**src/shared/vepc_pkg.sv**
```systemverilog
// Shared constants and carrier types for the video encoder pin control block.
package vepc_pkg;

  // Clock rate and pixel path sizes.
  localparam int CLK_PERIOD_NS = 20;
  localparam int PIX_W = 16;
  localparam int OSD_W = 3;
  localparam int FIFO_DEPTH = 16;

  // Master timing generator geometry, counted in clock cycles and lines.
  localparam logic [10:0] LINE_CYCLES = 11'h6B4;
  localparam logic [10:0] HSYNC_CYCLES = 11'h080;
  localparam logic [8:0] FIELD_LINES = 9'h106;
  localparam logic [8:0] VSYNC_LINES = 9'h003;

  // Timing modes; the sync pins are used in modes 1 and 2 only.
  localparam logic [1:0] TMODE_0 = 2'h0;
  localparam logic [1:0] TMODE_1 = 2'h1;
  localparam logic [1:0] TMODE_2 = 2'h2;

  // Output channel selections.
  localparam logic [1:0] DAC_CVBS2_YC = 2'h0;

  // Upper six bits of the serial slave address; the value is arbitrary.
  localparam logic [5:0] SLAVE_ADDR_HI = 6'h2A;

  // Operating settings held by the block.
  typedef struct packed {
    logic std_pal;
    logic master;
    logic [1:0] tmode;
    logic wide;
    logic [1:0] dac_sel;
    logic clkout_select_bit_hi;
    logic clkout_select_bit_lo;
  } vepc_cfg_s;

  // Default settings: NTSC, slave, mode 0, 8-bit input, two composite plus Y/C, full clock.
  localparam vepc_cfg_s CFG_DEFAULT = '{std_pal: 1'b0, master: 1'b0, tmode: TMODE_0,
    wide: 1'b0, dac_sel: DAC_CVBS2_YC, clkout_select_bit_hi: 1'b0, clkout_select_bit_lo: 1'b0};

  // One captured pixel word with its overlay data.
  typedef struct packed {
    logic [PIX_W-1:0] pix;
    logic osd_on;
    logic [OSD_W-1:0] osd;
  } vepc_word_s;

  localparam int WORD_W = $bits(vepc_word_s);

endpackage

```
**src/vepc_fifo.sv**
```systemverilog
// Flip-flop FIFO with valid and ready on both sides.
`timescale 1ns/1ps
module vepc_fifo #(
  parameter int WIDTH = 8,
  parameter int DEPTH = 16
) (
  // Clock and reset.
  input wire logic sys_clk,
  input wire logic rst,
  // Filling side.
  input wire logic in_valid,
  output logic in_ready,
  input wire logic [WIDTH-1:0] in_data,
  // Draining side.
  output logic out_valid,
  input wire logic out_ready,
  output logic [WIDTH-1:0] out_data
);

  localparam int AW = $clog2(DEPTH);

  logic [WIDTH-1:0] mem_reg [DEPTH];
  logic [AW-1:0] wr_ptr_reg;
  logic [AW-1:0] rd_ptr_reg;
  logic [AW:0] count_reg;
  logic push;
  logic pop;

  // Full and empty come straight from the occupancy count.
  assign in_ready = (count_reg != (AW+1)'(DEPTH));
  assign out_valid = (count_reg != '0);
  assign push = in_valid && in_ready;
  assign pop = out_valid && out_ready;
  assign out_data = mem_reg[rd_ptr_reg];

  // Storage is written without reset; only the pointers and the count carry state.
  always_ff @(posedge sys_clk) begin
    if (push) begin
      mem_reg[wr_ptr_reg] <= in_data;
    end
  end

  // Pointers wrap naturally because the depth is a power of two.
  always_ff @(posedge sys_clk) begin
    if (rst) begin
      wr_ptr_reg <= '0;
      rd_ptr_reg <= '0;
      count_reg <= '0;
    end else begin
      if (push) wr_ptr_reg <= wr_ptr_reg + 1'b1;
      if (pop) rd_ptr_reg <= rd_ptr_reg + 1'b1;
      count_reg <= count_reg + (AW+1)'(push) - (AW+1)'(pop);
    end
  end

  // Occupancy never exceeds the depth.
  property p_fifo_bound;
    @(posedge sys_clk) disable iff (rst) count_reg <= (AW+1)'(DEPTH);
  endproperty
  a_fifo_bound: assert property (p_fifo_bound) else $error("FIFO overfilled.");

endmodule

```
**src/vepc_pin_ctrl.sv**
```systemverilog
// Pin control and pixel input interface of a component to composite video encoder.
`timescale 1ns/1ps
//////////////////////////////////////////////////////////////////////////////////////////
// Function
// A synchronous clock output runs at full or half rate as two select bits choose; the code parks it low for select 11 instead.
// Pixels enter as 8-bit words on the low lines or 16-bit words, bit 0 least significant.
// With the overlay enable high the overlay data goes to the video output, else it is unused.
// The line-sync pin is used in timing modes 1 and 2, driven as master and sampled as slave.
// The field/vertical pin carries field in mode 1 and vertical sync in mode 2, driven as master.
// While the blanking control is low the pixel inputs are ignored.
// The serial slave address takes its low bit from the address-select input.
// Reset reinitialises the timing generator and returns all settings to their defaults.
// Defaults are NTSC, slave, mode 0, 8-bit input and two composite plus luma/chroma outputs.
// The serial clock is an input and the serial data line is bidirectional.
// The source supplies a stable reference clock at the documented rate.
// Inputs are sampled and master sync outputs launched on the rising clock edge.
//////////////////////////////////////////////////////////////////////////////////////////
module vepc_pin_ctrl
  import vepc_pkg::*;
(
  // Clock and reset.
  input wire logic sys_clk,
  input wire logic rst,
  // Settings load.
  input wire logic cfg_load,
  input wire vepc_cfg_s cfg_in,
  output vepc_cfg_s cfg_out,
  // Synchronous clock output.
  output logic clkout,
  // Pixel input.
  input wire logic [PIX_W-1:0] pixel_bus,
  input wire logic blank_n,
  output logic pixel_ready,
  // Overlay input.
  input wire logic overlay_enable,
  input wire logic [OSD_W-1:0] osd_data,
  // Video word output.
  output logic video_valid,
  input wire logic video_ready,
  output vepc_word_s video_word,
  // Line-sync pin.
  input wire logic hsync_i,
  output logic hsync_o,
  output logic hsync_oe,
  // Field or vertical sync pin.
  input wire logic field_vsync_i,
  output logic field_vsync_o,
  output logic field_vsync_oe,
  // Sampled slave timing.
  output logic ext_hsync,
  output logic ext_field_vsync,
  // Serial host port.
  input wire logic bus_addr_low_bit,
  output logic [6:0] slave_addr,
  input wire logic host_serial_clock,
  input wire logic host_serial_data_i,
  output logic host_serial_data_o,
  output logic host_serial_data_oe,
  input wire logic serial_drive_low,
  output logic serial_clock_level,
  output logic serial_data_level
);

  vepc_cfg_s cfg_reg;
  logic div_reg;
  logic clkout_reg;
  logic [10:0] h_cnt_reg;
  logic [8:0] v_cnt_reg;
  logic field_reg;
  logic hsync_reg;
  logic fv_reg;
  logic ext_h_reg;
  logic ext_fv_reg;
  logic [6:0] addr_reg;
  logic scl_reg;
  logic sda_reg;
  logic pins_used;
  logic push_valid;
  vepc_word_s push_word;

  //////////////////////////////////////////////////////////////////////////////////////////
  // Settings: reset brings the defaults back, a load strobe takes new ones.
  always_ff @(posedge sys_clk) begin
    if (rst) begin
      cfg_reg <= CFG_DEFAULT;
    end else if (cfg_load) begin
      cfg_reg <= cfg_in;
    end
  end
  assign cfg_out = cfg_reg;

  //////////////////////////////////////////////////////////////////////////////////////////
  // Clock output: full rate toggles every cycle, half rate every other; select 11 parks it low.
  always_ff @(posedge sys_clk) begin
    if (rst) begin
      div_reg <= 1'b0;
      clkout_reg <= 1'b0;
    end else begin
      div_reg <= ~div_reg;
      if (cfg_reg.clkout_select_bit_hi && cfg_reg.clkout_select_bit_lo) begin
        clkout_reg <= 1'b0;
      end else if (!cfg_reg.clkout_select_bit_lo || div_reg) begin
        clkout_reg <= ~clkout_reg;
      end
    end
  end
  assign clkout = clkout_reg;

  //////////////////////////////////////////////////////////////////////////////////////////
  // Pixel capture: blanked cycles are dropped, narrow mode zeroes the upper lines.
  // A full FIFO stalls the source through pixel_ready rather than losing words.
  always_comb begin
    push_word.pix = cfg_reg.wide ? pixel_bus : {8'h00, pixel_bus[7:0]};
    push_word.osd_on = overlay_enable;
    push_word.osd = overlay_enable ? osd_data : 3'h0;
    push_valid = blank_n;
  end

  vepc_fifo #(
    .WIDTH(WORD_W),
    .DEPTH(FIFO_DEPTH)
  ) u_fifo (
    .sys_clk(sys_clk),
    .rst(rst),
    .in_valid(push_valid),
    .in_ready(pixel_ready),
    .in_data(push_word),
    .out_valid(video_valid),
    .out_ready(video_ready),
    .out_data(video_word)
  );

  //////////////////////////////////////////////////////////////////////////////////////////
  // Master timing generator; reset restarts it at the top of field 0.
  always_ff @(posedge sys_clk) begin
    if (rst) begin
      h_cnt_reg <= 11'h000;
      v_cnt_reg <= 9'h000;
      field_reg <= 1'b0;
    end else if (h_cnt_reg == LINE_CYCLES - 11'h001) begin
      h_cnt_reg <= 11'h000;
      if (v_cnt_reg == FIELD_LINES - 9'h001) begin
        v_cnt_reg <= 9'h000;
        field_reg <= ~field_reg;
      end else begin
        v_cnt_reg <= v_cnt_reg + 9'h001;
      end
    end else begin
      h_cnt_reg <= h_cnt_reg + 11'h001;
    end
  end

  // Sync outputs are registered so they launch from the rising edge.
  always_ff @(posedge sys_clk) begin
    if (rst) begin
      hsync_reg <= 1'b0;
      fv_reg <= 1'b0;
    end else begin
      hsync_reg <= (h_cnt_reg < HSYNC_CYCLES);
      fv_reg <= (cfg_reg.tmode == TMODE_1) ? field_reg : (v_cnt_reg < VSYNC_LINES);
    end
  end

  // Pins are driven only by a master in mode 1 or 2.
  assign pins_used = (cfg_reg.tmode == TMODE_1) || (cfg_reg.tmode == TMODE_2);
  assign hsync_oe = cfg_reg.master && pins_used;
  assign field_vsync_oe = cfg_reg.master && pins_used;
  assign hsync_o = hsync_reg;
  assign field_vsync_o = fv_reg;

  // Slave sampling; levels read zero when the pins are not in use as inputs.
  always_ff @(posedge sys_clk) begin
    if (rst) begin
      ext_h_reg <= 1'b0;
      ext_fv_reg <= 1'b0;
    end else begin
      ext_h_reg <= !cfg_reg.master && pins_used && hsync_i;
      ext_fv_reg <= !cfg_reg.master && pins_used && field_vsync_i;
    end
  end
  assign ext_hsync = ext_h_reg;
  assign ext_field_vsync = ext_fv_reg;

  //////////////////////////////////////////////////////////////////////////////////////////
  // Serial port pins: the address strap is caught by a clocked process on every clock, reset or not.
  always_ff @(posedge sys_clk) begin
    addr_reg <= {SLAVE_ADDR_HI, bus_addr_low_bit};
  end
  assign slave_addr = addr_reg;

  // The data line is open drain: it only ever pulls low.
  always_ff @(posedge sys_clk) begin
    if (rst) begin
      scl_reg <= 1'b1;
      sda_reg <= 1'b1;
    end else begin
      scl_reg <= host_serial_clock;
      sda_reg <= host_serial_data_i;
    end
  end
  assign serial_clock_level = scl_reg;
  assign serial_data_level = sda_reg;
  assign host_serial_data_o = 1'b0;
  assign host_serial_data_oe = serial_drive_low;

  //////////////////////////////////////////////////////////////////////////////////////////
  // Checks.
  property p_clk_full;
    @(posedge sys_clk) disable iff (rst)
      (!cfg_reg.clkout_select_bit_lo && $stable(cfg_reg)) |=> (clkout != $past(clkout));
  endproperty
  a_clk_full: assert property (p_clk_full) else $error("Full clock missed a toggle.");

  property p_clk_half;
    @(posedge sys_clk) disable iff (rst)
      (cfg_reg.clkout_select_bit_lo && !cfg_reg.clkout_select_bit_hi) [*3] |->
        (clkout ^ $past(clkout)) != ($past(clkout) ^ $past(clkout, 2));
  endproperty
  a_clk_half: assert property (p_clk_half) else $error("Half clock wrong rate.");

  property p_narrow;
    @(posedge sys_clk) disable iff (rst)
      (push_valid && !cfg_reg.wide) |-> push_word.pix[15:8] == 8'h00;
  endproperty
  a_narrow: assert property (p_narrow) else $error("Narrow mode kept upper lines.");

  property p_no_osd;
    @(posedge sys_clk) disable iff (rst) !overlay_enable |-> push_word.osd == 3'h0;
  endproperty
  a_no_osd: assert property (p_no_osd) else $error("Overlay leaked while disabled.");

  property p_slave_float;
    @(posedge sys_clk) disable iff (rst) !cfg_reg.master |-> !hsync_oe && !field_vsync_oe;
  endproperty
  a_slave_float: assert property (p_slave_float) else $error("Slave drives sync pins.");

  property p_field_mode;
    @(posedge sys_clk) disable iff (rst)
      (cfg_reg.tmode == TMODE_1) [*2] |-> field_vsync_o == $past(field_reg);
  endproperty
  a_field_mode: assert property (p_field_mode) else $error("Field output wrong.");

  property p_blank;
    @(posedge sys_clk) disable iff (rst)
      (!blank_n && !video_ready) |=> $stable(video_valid) || !$rose(video_valid);
  endproperty
  a_blank: assert property (p_blank) else $error("Blanked pixel stored.");

  property p_addr;
    @(posedge sys_clk) disable iff (rst) 1'b1 |=> slave_addr[0] == $past(bus_addr_low_bit);
  endproperty
  a_addr: assert property (p_addr) else $error("Address low bit wrong.");

  property p_defaults;
    @(posedge sys_clk) rst |=> (cfg_reg == CFG_DEFAULT) && (h_cnt_reg == 11'h000);
  endproperty
  a_defaults: assert property (p_defaults) else $error("Defaults not restored.");

  c_master_m2: cover property (@(posedge sys_clk) disable iff (rst)
    cfg_reg.master && cfg_reg.tmode == TMODE_2 && hsync_oe);
  c_fifo_full: cover property (@(posedge sys_clk) disable iff (rst) !pixel_ready);
  c_overlay: cover property (@(posedge sys_clk) disable iff (rst) video_valid && video_word.osd_on);

endmodule

```
**config.mk**
```make
export PLATFORM = sky130hd
export DESIGN_NAME = vepc_pin_ctrl
export DESIGN_NICKNAME = d
export VERILOG_FILES = /design/src/shared/vepc_pkg.sv /design/src/vepc_fifo.sv /design/src/vepc_pin_ctrl.sv
export SDC_FILE = /design/constraint.sdc
export NUM_CORES = 1
export LEC_CHECK = 0
export ABC_CLOCK_PERIOD_IN_PS = 3400
export BUFFER_PORTS_ARGS = -buffer_cell sky130_fd_sc_hd__buf_2
export CAP_MARGIN = 20
export CORE_UTILIZATION = 54
export DETAILED_ROUTE_END_ITERATION = 7
export PLACE_DENSITY = 0.75
export SLEW_MARGIN = 20
export SYNTH_ARGS = -nofsm -noshare
export SYNTH_HDL_FRONTEND = slang
export SYNTH_SLANG_ARGS = --single-unit
```
**constraint.sdc**
```tcl
create_clock -name sys_clk -period 3.4 [get_ports sys_clk]
set_clock_uncertainty 0.2 [all_clocks]
set_input_delay 0.17 -clock sys_clk [delete_from_list [all_inputs] [get_ports sys_clk]]
set_output_delay 0.17 -clock sys_clk [all_outputs]
set_load 0.005 [all_outputs]
```
Word-level counts from Yosys, hierarchy flattened

Memories as Yosys holds them, arrays and structs flattened. A register that Yosys moved wholly into a read port is not among the register bits.
Cells that the tools add are included.

Bitwise operators: 3
Multipliers: 0
Div/mod/pow operators: 0
Shift-type cells: 0
Muxes and demuxes: 8
Reduce and logical (&&, ||, !) cells: 15
Equality and inequality tests: 5
Add/sub/neg operators: 6
Order comparisons: 2

Operator list:

| cell                  | number |
|---|---|
| $mux 16               | 1 |
| $add 11x1->11 const B | 1 |
| $eq 11x11->1 const B  | 1 |
| $lt 11x8->1 const B   | 1 |
| $add 9x1->9 const B   | 1 |
| $eq 9x9->1 const B    | 1 |
| $lt 9x2->1 const B    | 1 |
| $mux 9                | 1 |
| $add 4x1->4 const B   | 2 |
| $mux 4                | 2 |
| $logic_and 1x1->1     | 7 |
| $add 5x1->5           | 1 |
| $ne 5x5->1 const B    | 1 |
| $reduce_bool 5->1     | 1 |
| $sub 5x1->5           | 1 |
| $reduce_or 2->1       | 2 |
| $mux 1                | 3 |
| $mux 3                | 1 |
| $not 1->1             | 3 |
| $eq 2x1->1 const B    | 1 |
| $eq 2x2->1 const B    | 1 |
| $logic_not 1->1       | 2 |
| $logic_or 1x1->1      | 2 |
| $reduce_and 2->1      | 1 |

Bits in registers: 52
Memories: 1
Word-level logic and storage cells: 62
ROM bits: 0
Output and inout port bits: 49
Latch bits: 0
Memory bits (writable): 320
Bits of input ports: 40

Memory list:

| name           | depth | width | read ports | clocked after Yosys merged registers in | write ports | RTL line        | RTL |
|---|---|---|---|---|---|---|---|
| u_fifo.mem_reg | 16    | 20    | 1          | 1                                       | 1           | vepc_fifo.sv:22 | `logic [WIDTH-1:0] mem_reg [DEPTH];` |

Depth between registers and ports, before layout

Word-level depth: 4
Gate-level depth with buffers: 15
Gate-level depth less buffers: 14

By module

Synthesis repeated with hierarchy kept, for this count alone.

Cells, all modules: 793
Area, all modules: 14681.6 µm²

By module, submodules not included:

| module        | times used | cells an instance | seq. area each (µm²) | area an instance (µm²) |
|---|---|---|---|---|
| vepc_fifo     | 1          | 600               | 9949.5               | 12954.9 |
| vepc_pin_ctrl | 1          | 193               | 780.7                | 1726.7 |

Least setup slack after synthesis

No wires, ideal clock.

Path kind: register to register
Start point: reg u_fifo.count_reg[2]
End point: mem u_fifo.mem_reg[0][0] (netlist name), enable pin
Setup time: 0.422 ns
Path buffers: 1
Setup slack: 0.164 ns
Arrival: 2.614 ns
Cell stages (with the launch flop): 8
Clock period less this slack: 3.236 ns
Required time: 2.778 ns
Cells stage by stage: dfxtp_1 inv_1 ha_1 nand4bb_1 and2_1 clkbuf_1 nand2_1 nor3_1

Longest elaborated chain between the ends: 4

RTL lines:

| item                         | RTL line            | RTL |
|---|---|---|
| start: declaration           | vepc_fifo.sv:25     | `logic [AW:0] count_reg;` |
| start signal: assignment     | vepc_fifo.sv:52     | `count_reg <= count_reg + (AW+1)'(push) - (AW+1)'(pop);` |
| start signal: assignment     | vepc_fifo.sv:58     | `@(posedge sys_clk) disable iff (rst) count_reg <= (AW+1)'(DEPTH);` |
| $ne 5x5->1                   | vepc_fifo.sv:30     | `assign in_ready = (count_reg != (AW+1)'(DEPTH));` |
| named net pixel_ready        | vepc_pin_ctrl.sv:33 | `output logic pixel_ready,` |
| $logic_and 1x1->1            | vepc_fifo.sv:32     | `assign push = in_valid && in_ready;` |
| named net u_fifo.push        | vepc_fifo.sv:26     | `logic push;` |
| $mux 1                       | vepc_fifo.sv:38     | `if (push) begin` |
| $mux 1 (not written as such) | vepc_fifo.sv:39     | `mem_reg[wr_ptr_reg] <= in_data;` |
| end: declaration             | vepc_fifo.sv:22     |  |

The timed path passes the listed nets, and every way through them passes these cells.

Worst setup path in the final report

Start point: reg u_fifo.count_reg[2]
End point: reg u_fifo.count_reg[4]

Elaborated cells on any way between the ends: 6
Classes of those cells: 2 x add/sub; 1 x eq/ne; 3 x reduce/logical

RTL lines:

| item                 | RTL line        | RTL |
|---|---|---|
| $reduce_bool 5->1    | vepc_fifo.sv:31 | `assign out_valid = (count_reg != '0);` |
| $logic_and 1x1->1    | vepc_fifo.sv:33 | `assign pop = out_valid && out_ready;` |
| named net u_fifo.pop | vepc_fifo.sv:27 | `logic pop;` |
| $sub 5x1->5          | vepc_fifo.sv:52 |  |

The timed path passes the listed nets, and every way through them passes these cells.
A chain may end at the register's enable or synchronous reset.

==> results by group <==
Timing
  – Fin crit share: 89.11%
  – PnR worst setup slack: 0.3703 ns
  – RSZ-0062 raised after global routing: no
  – Final slew viol count: 0
  – Smallest hold slack: 0.09304 ns
  – Worst Tran Pin Value: 1.009 ns
  – Final Critical Period: 3.030 ns
  – Setup violators final: 0
  – Final hold violations: 0
  – Slew headroom: 32.65%
  – Setup TNS: 0 ns
  – Max Clk Rate: 330.1 MHz

Setup path
  – CP arrival: 3.19 ns
  – Critical Path End Type: register
  – Critical path fanouts, max: 5
  – Worst Path Required: 3.56 ns
  – CP Cell Sequence: inv_1 -> ha_1 -> or4b_1 -> nand2_1 -> inv_1 -> ha_1 -> inv_1 -> ha_1 -> inv_1 -> fa_1 -> nor2b_1 -> o21bai_1 -> a21oi_1 -> nor3b_1
  – Slowest CP cell: or4b_1
  – Worst Path Class, Setup: register to register
  – Crit start category: register
  – CP dominant cell by count: inv_1
  – R2R Setup Slk: 0.37 ns
  – Crit path largest cell delay: 0.53 ns
  – FF-to-FF End: u_fifo.count_reg[4]
  – Worst r2r path cells: 14
  – R2r startpoint: u_fifo.count_reg[2]

Place
  – DP Worst Slack: 0.3828 ns
  – DP Wirelength: 16680 um
  – Placed cell area: 15550 um^2
  – GPL Wtd Cong: 0.7737
  – Cells after DPL: 1197
  – Port-buffer cells: 79

Logic synthesis
  – Seq/Total Area, Yosys: 73.62%
  – Post-synth EDFFs: 320
  – Seq cells post-synth: 376
  – Synth area leaders: edfxtp_1, mux4_2, dfxtp_1, a22oi_1, nor2_1
  – FFs w/ async S/R, synth: 0%
  – Top FF cell, synth: edfxtp_1
  – Distinct cells, synth: 46
  – Synthesized area per cell: 18.36 um^2
  – Cell taking the most area after synthesis: edfxtp_1
  – Post-synth top area share: 65.93%
  – Count of synthesis-stage warnings from yosys: 0
  – Post-Synthesis Cells: 794
  – Mapped Area: 14580 um^2

Global routing
  – Met2 GRT Util: 37.53%
  – Antenna violations before repair: 1
  – Global-route wire length before repair: 47290 um
  – Largest net degree at the start of global routing: 45
  – Gr usage total: 22.89%
  – Grt met1 use: 31.50%
  – GRT overflow: 0
  – GR peak layer: met2
  – Met3 GRT Util: 4.671%
  – Vias in the first global route: 8080

Floorplan
  – Initial Util: 55.46%
  – Die height: 166.3 um
  – Die X: 166.3 um
  – Core Region: 26280 um^2
  – Boundary Pins: 89
  – Total die area: 27650 um^2
  – FP Rows: 59

Cells and area
  – Utilization after layout: 65.41%
  – Layout Cells excl Fill: 1312
  – Final instance area: 17190 um^2
  – Final nets: 1003
  – Share of post-route cells with drive strength above 1: 27.97%
  – Most common cell after layout, fill and taps aside: edfxtp_1
  – Commonest non-fill, non-tap cells in the layout: edfxtp_1, mux4_2, buf_2, dfxtp_1, dlygate4sd3_1
  – Max FFs per register: 320
  – Area grow syn2layout: 17.94%

Clocking
  – Max clock buf depth: 3
  – CTS Buf Count: 38
  – Clk_lat worst skew: 0.50 ns
  – Clock Tree Root: clkbuf_16
  – CTS tree: done
  – Post-CTS setup buffers: 0
  – Post_cts resized: 0
  – # clock sinks: 376
  – Htree depth: 2
  – Reg clk slew, reported paths: 0.06 ns
  – Cts hold-fix bufs: 45

Outcome
  – Failing checks: design-rule violations
  – Status: finished, violations left

Power
  – Pint: 8.489 mW
  – Pwr dens: 653.4 nW/um^2
  – Final total power: 11.23 mW
  – Net Sw Frac: 24.42%
  – P_sw: 2.743 mW
  – Leakage: 5.835 nW
  – Worst vdd ir: 0.4601 mV
  – Sequential share of power: 47.6%
  – Clk network pwr share: 35.0%
  – Combinational Power Share: 17.4%

Routing
  – Drt first pass iters: 7
  – Final antenna-violating net count: 0
  – Vias/cell: 5.927
  – Routed WL: 30790 um
  – DR vias: 7776
  – Post-route DRC violation count: 12
  – Initial DRC count: 739
  – Wire per inst: 23.46 um

Min path
  – Hold EP: u_fifo.mem_reg[12][0]
  – Hold Crit Depth: 2
  – Hold Path Class: primary input to register
  – Hold_sp: osd_data[0]

Flow run
  – Max-cap violations: 0
==> cell usage after synthesis (6+ instances only) <==
library cell / instances
a21oi_1: 11
a22oi_1: 40
and2_1: 16
buf_2: 8
buf_4: 9
clkbuf_1: 27
dfxtp_1: 56
edfxtp_1: 320
ha_1: 15
inv_1: 15
mux2i_1: 10
mux4_2: 80
nand2_1: 36
nand3_1: 14
nor2_1: 54
nor2b_1: 6
nor3_1: 9
xnor2_1: 9
xor2_1: 11
==> kinds of logic after synthesis <==
logic type,share of synthesized area [%]
and+or+nand+nor,5.700
buffers and inverters,1.846
adders and majority gates,1.425
xor gates and xnor gates,1.202
muxes,13.05
AOI/OAI and AO/OA,3.108
DFF,73.62
other,0.05153
==> power by group through the flow <==
stage          logic (mW)  registers (mW)  clock network (mW)
2_1_floorplan        1.43            5.33                   0
3_3_place_gp         1.87            5.44                   0
3_5_place_dp         1.90            5.44                   0
4_1_cts              1.97            5.35                4.01
5_1_grt              2.13            5.37                4.17
6_report             1.95            5.35                3.94
==> worst max-delay path by stage <==
| stage | from | to | slack [ns] | cells after the start |
|---|---|---|---|---|
| after floorplan | u_fifo.count_reg[2] | u_fifo.mem_reg[0][0] | 0.16 | 7 |
| after global placement | u_fifo.count_reg[3] | u_fifo.count_reg[4] | 0.45 | 14 |
| after detailed placement | u_fifo.count_reg[2] | u_fifo.count_reg[4] | 0.38 | 14 |
| after CTS | register | video_word[3] | 0.35 | 5 |
| after global routing | u_fifo.count_reg[2] | u_fifo.count_reg[4] | 0.16 | 14 |
| final | u_fifo.count_reg[2] | u_fifo.count_reg[4] | 0.37 | 14 |
==> metal layers <==
layer  part of all wire (%)  vias to the layer above
met2                     49                      323
li1                       -                     3449
met3                    7.5                       54
met5                      0                        -
met1                     42                     3950
met4                    2.3                        0
==> layout make-up <==
cell class,instances,area (um^2)
well taps,335,419.2
diodes,1,2.502
flip-flops and latches,376,10740
repair buffers,153,1139
clock buffers,46,1002
clock inverters,23,181.4
multi-input cells,363,3652
fillers,1757,9090
inverters,15,56.30
==> critical path: cells and delay by family, from the launching register on <==
family	cells	cell delay (ns)
AO/OA/AOI/OAI	2	0.25
adder cells (fa/ha/maj)	4	0.98
buffers and inverters	4	0.24
flip-flops	1	0.31
AND/OR/NAND/NOR	4	0.91
No activity file was read; power rests on OpenSTA's default activity.
